## src/calc_map.vh

```
/*
 register offsets, field positions, reset values and arithmetic
 constants of the current and power datapath.
 assumes: included by bare name from each design file.
*/
`ifndef CALC_MAP_VH
`define CALC_MAP_VH
`define REG_CONFIGURATION 3'h0
`define REG_SHUNT_RESULT 3'h1
`define REG_BUS_RESULT 3'h2
`define REG_POWER_RESULT 3'h3
`define REG_CURRENT_RESULT 3'h4
`define REG_CALIBRATION 3'h5
`define CONFIG_RESET 16'h399f
`define CONFIG_MODE_MSB 2
`define CONFIG_MODE_LSB 0
`define MODE_POWER_DOWN 3'h0
`define MODE_DISABLE 3'h4
`define BUS_LOW_BIT_POS 3
`define BUS_READY_BIT 1
`define BUS_OVF_BIT 0
`define CAL_VOID_BIT 0
`define CURRENT_SHIFT 12
`define POWER_DIVISOR 32'h1388
`define WORD_MAX 32'h7fff
`define WORD_MIN 32'hffff8000
`define POWER_MAX 32'hffff
`define CURRENT_MAX16 16'h7fff
`define CURRENT_MIN16 16'h8000
`define POWER_MAX16 16'hffff
`define ZERO16 16'h0000
`endif

```

## src/word_divider.v

```verilog
/*
 serial unsigned restoring divider: 32-bit dividend by 32-bit divisor,
 one quotient bit per clock, quotient truncated toward zero.
 assumes: start is a one-cycle pulse, divisor never zero.
*/
`timescale 1ns/10ps
`include "calc_map.vh"
module word_divider
#(
   parameter WIDTH = 32
)
(
   input wire sys_clk,
   input wire rst_n,
   input wire start,
   input wire [WIDTH-1:0] dividend,
   input wire [WIDTH-1:0] divisor,
   output reg [WIDTH-1:0] quotient,
   output reg done
);
   reg [WIDTH-1:0] rem;
   reg [WIDTH-1:0] shreg;
   reg [5:0] count;
   reg busy;
   wire [WIDTH:0] trial;
   assign trial = {rem, shreg[WIDTH-1]} - {1'b0, divisor};
   always @(posedge sys_clk or negedge rst_n)
   begin
      if (!rst_n)
      begin
         rem <= {WIDTH{1'b0}};
         shreg <= {WIDTH{1'b0}};
         quotient <= {WIDTH{1'b0}};
         count <= 6'h00;
         busy <= 1'b0;
         done <= 1'b0;
      end
      else
      begin
         done <= 1'b0;
         if (start)
         begin
            rem <= {WIDTH{1'b0}};
            shreg <= dividend;
            count <= WIDTH[5:0];
            busy <= 1'b1;
         end
         else if (busy)
         begin
            // a borrow in trial means the divisor did not fit
            if (trial[WIDTH])
               rem <= {rem[WIDTH-2:0], shreg[WIDTH-1]};
            else
               rem <= trial[WIDTH-1:0];
            shreg <= {shreg[WIDTH-2:0], ~trial[WIDTH]};
            count <= count - 6'h01;
            if (count == 6'h01)
            begin
               busy <= 1'b0;
               done <= 1'b1;
               quotient <= {shreg[WIDTH-2:0], ~trial[WIDTH]};
            end
         end
      end
   end
endmodule // word_divider

```

## src/current_power_calc_datapath.v

```verilog
/*
 current and power datapath with its register file: takes shunt and bus
 conversion results, computes current and power, serves register reads.
 assumes: register access port is a simple strobe port from the serial
 interface logic on sys_clk; conversion results arrive on sys_clk with a
 one-cycle result_valid pulse.
*/
// Operation
// - bus result left-justified, low bit at 3
// - current equals shunt times calibration over 4096
// - power equals current times bus over 5000
// - current result signed, two's complement sixteen bits
// - stored calibration is the current multiplier
// - calibration bit zero reads zero, ignores writes
// - ready flag set after math, cleared by read/mode
// - overflow flag set when current or power saturates
`timescale 1ns/10ps
`include "calc_map.vh"
module current_power_calc_datapath
(
   input wire sys_clk,
   input wire nrst,
   input wire result_valid,
   input wire [15:0] shunt_sample,
   input wire [12:0] bus_sample,
   input wire reg_write,
   input wire reg_read,
   input wire [2:0] reg_addr,
   input wire [15:0] reg_wdata,
   output reg [15:0] reg_rdata,
   output wire [15:0] configuration_out,
   output wire busy
);
   localparam ST_IDLE = 4'b0001;
   localparam ST_CUR = 4'b0010;
   localparam ST_POW = 4'b0100;
   localparam ST_DIV = 4'b1000;

   reg rst_meta;
   reg rst_n;
   reg [3:0] state;
   reg [15:0] configuration;
   reg [15:0] shunt_voltage_result;
   reg [12:0] bus_data;
   reg [15:0] power_result;
   reg [15:0] current_result;
   reg [15:0] calibration_factor;
   reg conversion_done_flag;
   reg math_overflow_flag;
   reg [15:0] next_current;
   reg next_cur_ovf;
   reg [15:0] next_power;
   reg next_pow_ovf;
   reg div_start;
   reg [31:0] div_dividend;
   wire [31:0] div_quotient;
   wire div_done;
   wire signed [31:0] cur_product;
   wire [31:0] cur_mag;
   wire [31:0] cur_trunc;
   wire signed [31:0] cur_q;
   wire [31:0] pow_product;
   wire [31:0] bus_word;
   wire mode_write;

   always @(posedge sys_clk or negedge nrst)
   begin
      if (!nrst)
      begin
         rst_meta <= 1'b0;
         rst_n <= 1'b0;
      end
      else
      begin
         rst_meta <= 1'b1;
         rst_n <= rst_meta;
      end
   end

   // signed product; shift on magnitude so the division truncates to zero
   assign cur_product = $signed(shunt_voltage_result) *
                        $signed({1'b0, calibration_factor});
   assign cur_mag = cur_product[31] ? (~cur_product + 32'h1) : cur_product;
   assign cur_trunc = cur_mag >> `CURRENT_SHIFT;
   assign cur_q = cur_product[31] ? $signed(~cur_trunc + 32'h1)
                                  : $signed(cur_trunc);
   // power uses the current magnitude; no sign is applied to the quotient
   assign bus_word = {19'h00000, bus_data};
   assign pow_product = current_result[15] ?
      ({16'h0000, ~current_result + 16'h1} * bus_word) :
      ({16'h0000, current_result} * bus_word);

   always @*
   begin
      next_cur_ovf = 1'b0;
      next_current = cur_q[15:0];
      if (cur_q > $signed(`WORD_MAX))
      begin
         next_current = `CURRENT_MAX16;
         next_cur_ovf = 1'b1;
      end
      else if (cur_q < $signed(`WORD_MIN))
      begin
         next_current = `CURRENT_MIN16;
         next_cur_ovf = 1'b1;
      end
   end

   // power is reported as a magnitude; a one-step host scale of 20x
   // the current step is the host's concern
   always @*
   begin
      next_pow_ovf = 1'b0;
      next_power = div_quotient[15:0];
      if (div_quotient > `POWER_MAX)
      begin
         next_power = `POWER_MAX16;
         next_pow_ovf = 1'b1;
      end
   end

   word_divider #(.WIDTH(32)) divider
   (
      .sys_clk(sys_clk),
      .rst_n(rst_n),
      .start(div_start),
      .dividend(div_dividend),
      .divisor(`POWER_DIVISOR),
      .quotient(div_quotient),
      .done(div_done)
   );

   assign mode_write = reg_write && (reg_addr == `REG_CONFIGURATION) &&
      (reg_wdata[`CONFIG_MODE_MSB:`CONFIG_MODE_LSB] != `MODE_POWER_DOWN) &&
      (reg_wdata[`CONFIG_MODE_MSB:`CONFIG_MODE_LSB] != `MODE_DISABLE);
   assign busy = !state[0];
   assign configuration_out = configuration;

   always @(posedge sys_clk or negedge rst_n)
   begin
      if (!rst_n)
      begin
         state <= ST_IDLE;
         configuration <= `CONFIG_RESET;
         shunt_voltage_result <= `ZERO16;
         bus_data <= 13'h0000;
         power_result <= `ZERO16;
         current_result <= `ZERO16;
         calibration_factor <= `ZERO16;
         conversion_done_flag <= 1'b0;
         math_overflow_flag <= 1'b0;
         div_start <= 1'b0;
         div_dividend <= 32'h00000000;
      end
      else
      begin
         div_start <= 1'b0;
         if (reg_write && reg_addr == `REG_CONFIGURATION)
            configuration <= reg_wdata;
         if (reg_write && reg_addr == `REG_CALIBRATION)
            calibration_factor <= {reg_wdata[15:1], 1'b0};
         // set wins over a same-cycle clear since it is written last
         if (mode_write || (reg_read && reg_addr == `REG_BUS_RESULT))
            conversion_done_flag <= 1'b0;
         case (state)
            ST_IDLE:
            begin
               if (result_valid)
               begin
                  shunt_voltage_result <= shunt_sample;
                  bus_data <= bus_sample;
                  state <= ST_CUR;
               end
            end
            ST_CUR:
            begin
               current_result <= next_current;
               math_overflow_flag <= next_cur_ovf;
               state <= ST_POW;
            end
            ST_POW:
            begin
               div_dividend <= pow_product;
               div_start <= 1'b1;
               state <= ST_DIV;
            end
            ST_DIV:
            begin
               if (div_done)
               begin
                  power_result <= next_power;
                  math_overflow_flag <= math_overflow_flag | next_pow_ovf;
                  conversion_done_flag <= 1'b1;
                  state <= ST_IDLE;
               end
            end
            default:
               state <= ST_IDLE;
         endcase
      end
   end

   // read data registered; shunt and bus results change when a sample is accepted, current one cycle later and power when the division is done
   always @(posedge sys_clk or negedge rst_n)
   begin
      if (!rst_n)
         reg_rdata <= `ZERO16;
      else if (reg_read)
      begin
         case (reg_addr)
            `REG_CONFIGURATION: reg_rdata <= configuration;
            `REG_SHUNT_RESULT: reg_rdata <= shunt_voltage_result;
            `REG_BUS_RESULT: reg_rdata <= {bus_data, 1'b0,
               conversion_done_flag, math_overflow_flag};
            `REG_POWER_RESULT: reg_rdata <= power_result;
            `REG_CURRENT_RESULT: reg_rdata <= current_result;
            `REG_CALIBRATION: reg_rdata <= calibration_factor;
            default: reg_rdata <= `ZERO16;
         endcase
      end
   end
endmodule // current_power_calc_datapath

```

## config.mk

```make
export PLATFORM = sky130hd
export DESIGN_NAME = current_power_calc_datapath
export DESIGN_NICKNAME = d
export VERILOG_FILES = /design/src/word_divider.v /design/src/current_power_calc_datapath.v
export VERILOG_INCLUDE_DIRS = /design/src
export SDC_FILE = /design/constraint.sdc
export NUM_CORES = 2
export LEC_CHECK = 0
export ABC_AREA = 1
export ABC_CLOCK_PERIOD_IN_PS = 6800
export BUFFER_PORTS_ARGS = -buffer_cell sky130_fd_sc_hd__buf_2
export CORE_ASPECT_RATIO = 1.75
export CORE_MARGIN = 2
export CORE_UTILIZATION = 55
export CTS_CLUSTER_DIAMETER = 100
export CTS_CLUSTER_SIZE = 25
export DETAILED_ROUTE_END_ITERATION = 16
export PLACE_DENSITY = 0.75
export SYNTH_ARGS = -nofsm -noshare
export SYNTH_HDL_FRONTEND = slang
export SYNTH_SLANG_ARGS = --single-unit
```

## constraint.sdc

```tcl
create_clock -name sys_clk -period 6.8 [get_ports sys_clk]
set_input_delay 0.68 -clock sys_clk [delete_from_list [all_inputs] [get_ports sys_clk]]
set_output_delay 0.68 -clock sys_clk [all_outputs]
set_load 0.02 [all_outputs]
```

# Yosys cells after proc, flatten, opt, wreduce, memory -nomap -nowiden
# Cells that the tools add are included.
# op_classes
bitwise,6
n_mul,3
muxes,32
order_cmp,3
n_reduce_logical,16
addsub,5
eq_ne,13
# op_table
op,n
$mux 32,7
$pmux 16 s6,1
$add 32x1->32 const B,2
$gt 32x16->1 const B,2
$mul 16x13->29,2
$mux 16,3
$sub 33x13->33 const B,1
$lt 32x16->1 const B,1
$not 20->32,1
$not 32->32,1
$mul 16x16->31,1
$mux 29,1
$add 16x1->16 const B,1
$not 16->16,1
$pmux 4 s4,1
$mux 1,14
$mux 6,2
$mux 4,2
$reduce_and 2->1,4
$eq 3x2->1 const B,2
$eq 3x3->1 const B,2
$eq 6x1->1 const B,1
$sub 6x1->6 const B,1
$logic_and 1x1->1,5
17 further kinds,19
# totals
in_bits,53
word_cells,98
output_inout_bits,33
ff_bits,253

# Logic depth before layout (Yosys ltp)
# depth
depth_word,11
mapped_depth,47
mapped_depth_nobuf,45

# By module
# A second synthesis with hierarchy kept.
# hier_totals
cells_unflattened,5314
area_unflattened_um2,38809.7
# modules_own_cells
mod,cells_per_inst,n_inst,area_each_um2
current_power_calc_datapath,4179,1,31360.1
word_divider,1135,1,7449.6

# Worst setup path after synthesis
# OpenSTA, ideal clock, no wires.
# synth_path
path_type,reg2reg
from,register calibration_factor[3]
to,register current_result[5]
synth_period_minus_slack_ns,7.523
path_slack_ns,-0.723
t_arrival_ns,7.403
path_buffers,4
setup_ns,0.120
stages_incl_launch_ff,42
cell_sequence,dfrtp_1 -> clkbuf_1 -> clkbuf_1 -> nand2_1 -> fa_1 -> fa_1 -> inv_1 -> fa_1 -> inv_1 -> fa_1 -> inv_1 -> fa_1 -> inv_1 -> fa_1 -> inv_1 -> ha_1 -> nand2_1 -> nor2_1 -> [6 not listed] -> nand2_2 -> buf_4 -> nand2_1 -> nand2_2 -> ha_1 -> nand2_1 -> nor2_2 -> nand2_2 -> nor2_4 -> and2_1 -> nand2_1 -> nand2_1 -> nand2_1 -> nor2_2 -> nand3_2 -> a21oi_4 -> buf_8 -> a21oi_2
# synth_via
elab_chain_cells,10
word_cells_on_any_way,11
classes_between,add/sub: 2; mul: 1; order compare: 2; mux: 4; bitwise: 2
# synth_rtl
item,line_no,source
start: declaration,current_power_calc_datapath.v:47,reg [15:0] calibration_factor;
start signal: assignment,current_power_calc_datapath.v:149,calibration_factor <= `ZERO16;
start signal: assignment,current_power_calc_datapath.v:161,"calibration_factor <= {reg_wdata[15:1], 1'b0};"
$mul 16x16->31 (*),current_power_calc_datapath.v:81,assign cur_product = $signed(shunt_voltage_result) *
$not 32->32,current_power_calc_datapath.v:83,assign cur_mag = cur_product[31] ? (~cur_product + 32'h1) : cur_product;
$add 32x1->32,current_power_calc_datapath.v:83,
$mux 32,current_power_calc_datapath.v:83,
$not 20->32,current_power_calc_datapath.v:85,assign cur_q = cur_product[31] ? $signed(~cur_trunc + 32'h1)
$add 32x1->32,current_power_calc_datapath.v:85,
$mux 32 (*),current_power_calc_datapath.v:85,
$lt 32x16->1,current_power_calc_datapath.v:102,else if (cur_q < $signed(`WORD_MIN))
$mux 16,current_power_calc_datapath.v:102,
$mux 16 (*),current_power_calc_datapath.v:97,if (cur_q > $signed(`WORD_MAX))
end signal: assignment,current_power_calc_datapath.v:148,current_result <= `ZERO16;
end signal: assignment,current_power_calc_datapath.v:177,current_result <= next_current;
end: declaration,current_power_calc_datapath.v:46,reg [15:0] current_result;
# Mark *: on every way between the ends. The rest lies on a longest branch, timed or not.
# A chain may end at the register's enable or synchronous reset.

# Worst setup path after layout
# layout_path
from,register shunt_voltage_result[5]
to,register current_result[8]
# layout_via
elab_chain_cells,10
word_cells_on_any_way,11
classes_between,add/sub: 2; mul: 1; order compare: 2; mux: 4; bitwise: 2
# layout_rtl
item,line_no,source
start: declaration,current_power_calc_datapath.v:43,reg [15:0] shunt_voltage_result;
start signal: assignment,current_power_calc_datapath.v:145,shunt_voltage_result <= `ZERO16;
start signal: assignment,current_power_calc_datapath.v:170,shunt_voltage_result <= shunt_sample;
$mul 16x16->31 (*),current_power_calc_datapath.v:81,
$not 32->32,current_power_calc_datapath.v:83,
$add 32x1->32,current_power_calc_datapath.v:83,
$mux 32,current_power_calc_datapath.v:83,
$not 20->32,current_power_calc_datapath.v:85,
$add 32x1->32,current_power_calc_datapath.v:85,
$mux 32 (*),current_power_calc_datapath.v:85,
$lt 32x16->1,current_power_calc_datapath.v:102,
$mux 16,current_power_calc_datapath.v:102,
$mux 16 (*),current_power_calc_datapath.v:97,
# Marks and branches as above.

==> impl_metrics.tcl <==
set metrics [dict create \
    nets 5892 \
    rr_endpoint "current_result[8]$_DFFE_PN0P_" \
    whs_endpoint "bus_data[5]$_DFFE_PN0P_" \
    num_vias 33000 \
    max_freq_mhz 138 \
    synth_enable_flop_cells 0 \
    hold_ws_ns 0.350 \
    rsz0062_at_grt "true" \
    slowest_stage "fa_1" \
    worstHoldPathType "in2reg" \
    cts_num_sinks 250 \
    hold_path_startpoint "bus_sample[5]" \
    syn-num-nets 5493 \
    ff2ff_path_depth 41 \
    outcome "finished with violations" \
    cpPeakStageDelay_ns 0.55 \
    setup_viol 17 \
    dr_wl_met2_um 59000 \
    cap_violations 0 \
    port-buffer-count 85 \
    fill_cells 5401 \
    synthCells 4659 \
    critical_path.max_fanout 7 \
    clk_pin_slew_ns 0.12 \
    start_util_pct 55.3 \
    grt_pass1_vias 35200 \
    wire_per_inst_um 20.1 \
    post-route-period-util_pct 106 \
    synth_cell_types 58 \
    grt_max_degree 191 \
    yosysTopAreaCell "fa_1" \
    yosys_warnings 0 \
    antenna_found_initial 7 \
    drt_wl_total_um 119000 \
    netlist_top_cells_area "fa_1 (31%), dfrtp_1 (17%), nand2_1 (13%), inv_1 (11%), ha_1 (8.1%)" \
    top_layer_used "met4" \
    violations "negative setup slack" \
    m1WireLength_um 36000 \
    worst_pin_slew_ns 1.06 \
    layout_setup_ws_ns -0.439 \
    cts_made_buffers 13 \
    ant_nets 0 \
    cts_buffer_depth 3 \
    grt_pass1_wl_um 185000 \
    grt_overflow 0 \
    ys_async_sr_fraction_pct 100 \
    skew_ns 0.0344 \
    worstSetupEndpointType "flop" \
    die_x_um 197 \
    avgViaCountPerCell 5.59 \
    rows 124 \
    synthToLayoutAreaGrowth_pct 18.4 \
    die_area_mm2 0.0676 \
    syn_area_mm2 0.0360 \
    drive_gt1_share_pct 20.7 \
    dr_wl_met3_um 8820 \
    drc 0 \
    fp.coreArea_mm2 0.0650 \
    globalplace.congestion 1.02 \
    r2r_start "shunt_voltage_result[5]$_DFFE_PN0P_" \
    seq_area_frac_synth_pct 17.4 \
    slew_viol_final 0 \
    cpMostUsedCell "nand2_1" \
    path_class "reg2reg" \
    r2r_slack_ns -0.44 \
    place_ws_ns -0.576 \
    hold_depth 3 \
    syn_area_per_cell_um2 7.72 \
    clkLatencyLatePin_ns 0.54 \
    clockRootBuffer "clkbuf_16" \
    cts_tree "built" \
    gr-usage-all-layers_pct 36.2 \
    synth_top_area_share_pct 30.5 \
    arrival_ns 7.66 \
    yosys_most_used_dff "dfrtp_1" \
    ioPinCount 86 \
    die_h_um 342 \
    relSlewSlack_pct 29.3 \
    synth_seq_cells 250 \
    dp.final_hpwl_um 94400 \
    period_needed_ns 7.24 \
    worstSetupStartpointType "flop" \
    worst_ep_required_time_ns 7.22 \
    drt_iter0_drc 2399 \
    htree_levels 1 \
    detail_route.first_pass.iterations 9 \
    hold_viol_final 0 \
]
## placed cells by master (no fill, tap or decap), types with 21 or more instances in the layout
cell type / netlist / routed
a21oi_1: 143 / 122
a21oi_2: 13 / 32
a22oi_1: 29 / 29
a31oi_1: 34 / 32
buf_12: 0 / 23
buf_2: 2 / 85
buf_4: 3 / 447
buf_6: 13 / 28
dfrtp_1: 239 / 218
fa_1: 549 / 528
fa_2: 0 / 21
ha_1: 232 / 206
ha_4: 0 / 24
inv_1: 1076 / 1045
inv_2: 10 / 38
mux2_2: 24 / 24
nand2_1: 1226 / 1106
nand2_2: 27 / 116
nand2_4: 3 / 31
nand3_1: 103 / 84
nand3_2: 9 / 22
nand4_1: 46 / 46
nor2_1: 250 / 219
nor2_2: 23 / 23
nor2_4: 6 / 37
nor3_1: 38 / 34
o21ai_0: 195 / 186
o22ai_1: 33 / 33
## flip-flops by register name (all words and copies together), names as in the netlist, 4 cells and up
name	count
calibration_factor	15
divider.shreg	32
bus_data	13
current_result	16
divider.count	6
state	4
divider.quotient	32
configuration_out	16
div_dividend	29
reg_rdata	16
power_result	16
divider.rem	32
shunt_voltage_result	16
## logic make-up after synthesis
kind of cell               Yosys count  share of synthesized area, %
adders and majority gates          781                          38.6
and+or+nand+nor                   1762                          20.2
buffers and inverters             1300                          14.0
xor gates and xnor gates            40                         0.974
AOI/OAI and AO/OA                  501                          8.02
DFF                                250                          17.4
other                                1                        0.0104
muxes                               24                         0.751
## critical path: cells and delay by family, from the launching register on
family,cells,cell delay (ns)
adders and majority gates,7,3.32
AOI/OAI and AO/OA,3,0.45
DFF,1,0.46
buffers and inverters,9,0.85
and+or+nand+nor,22,2.06
## worst max path at each step
stage	slack, ns	startpoint	cells past startpoint	to
2_1_floorplan	-0.001	calibration_factor[3]$_DFFE_PN0P_	40	current_result[5]$_DFFE_PN0P_
3_3_place_gp	-0.55	shunt_voltage_result[12]$_DFFE_PN0P_	38	math_overflow_flag$_DFFE_PN0P_
3_5_place_dp	-0.58	shunt_voltage_result[10]$_DFFE_PN0P_	36	current_result[4]$_DFFE_PN0P_
4_1_cts	-0.25	shunt_voltage_result[8]$_DFFE_PN0P_	41	current_result[4]$_DFFE_PN0P_
5_1_grt	-0.74	shunt_voltage_result[5]$_DFFE_PN0P_	41	current_result[8]$_DFFE_PN0P_
6_report	-0.44	shunt_voltage_result[5]$_DFFE_PN0P_	41	current_result[8]$_DFFE_PN0P_
## per-stage QoR
step                setup TNS, ns  util, %  cells  area [µm²]
floorplan                 -0.0121        -   4659       36200
global placement            -9.19     61.5   5776       40000
detailed placement         -10.12     61.5   5776       40000
CTS                         -3.82     64.6   5861       42000
global route               -13.49     65.5   5885       42600
finish                      -6.54     65.5   5892       42600
## area by class of cell
class	instances	area, µm²	share of cell area (%)
Sequential cell	250	6300	14.8
Tap cell	819	1020	2.41
Timing Repair Buffer	587	4640	10.9
Multi-Input combinational cell	3110	26100	61.3
Clock inverter	1	8.76	0.0206
Clock buffer	21	355	0.834
Antenna cell	8	20.0	0.0470
Inverter	1096	4130	9.70
## synth_stat cells, types with 3 or more instances
master,count
nor2_4,6
inv_2,10
nor2_1,250
o221ai_1,4
a31oi_1,34
a21oi_1,143
or2_2,5
o22ai_1,33
nand3b_1,9
o21ai_0,195
and3_1,3
buf_4,3
xnor2_1,21
clkbuf_1,173
dfstp_2,11
fa_1,549
a21oi_2,13
nand2_1,1226
buf_8,3
and2_1,3
xor2_1,19
mux2_2,24
nand2_4,3
buf_6,13
clkinv_1,10
a211oi_1,5
nor2_2,23
inv_1,1076
a221oi_1,15
nand4_1,46
nand2_2,27
a21o_1,4
nor3_1,38
dfrtp_1,239
ha_1,232
o31ai_1,4
nand3_1,103
nor4_1,7
a21boi_0,4
o21bai_1,4
buf_1,10
nand3_2,9
a22oi_1,29
## repair_timing
item	in CTS	in global routing
pin swaps	106	86
gates cloned	3	2
hold endpoints to repair	2	0
hold buffers	1	0
setup buffers	59	21
endpoints found under the setup margin	23	30
gates resized for setup	290	112
## per-layer routing
layer	vias to the layer above	track usage, %
li1	14700	-
met2	1545	63.4
met5	-	0
met4	0	35.4
met1	15900	35.4
met3	722	6.56
Power is not shown: default switching activity piles up to over one toggle a cycle in this logic, so the estimate is an artifact.
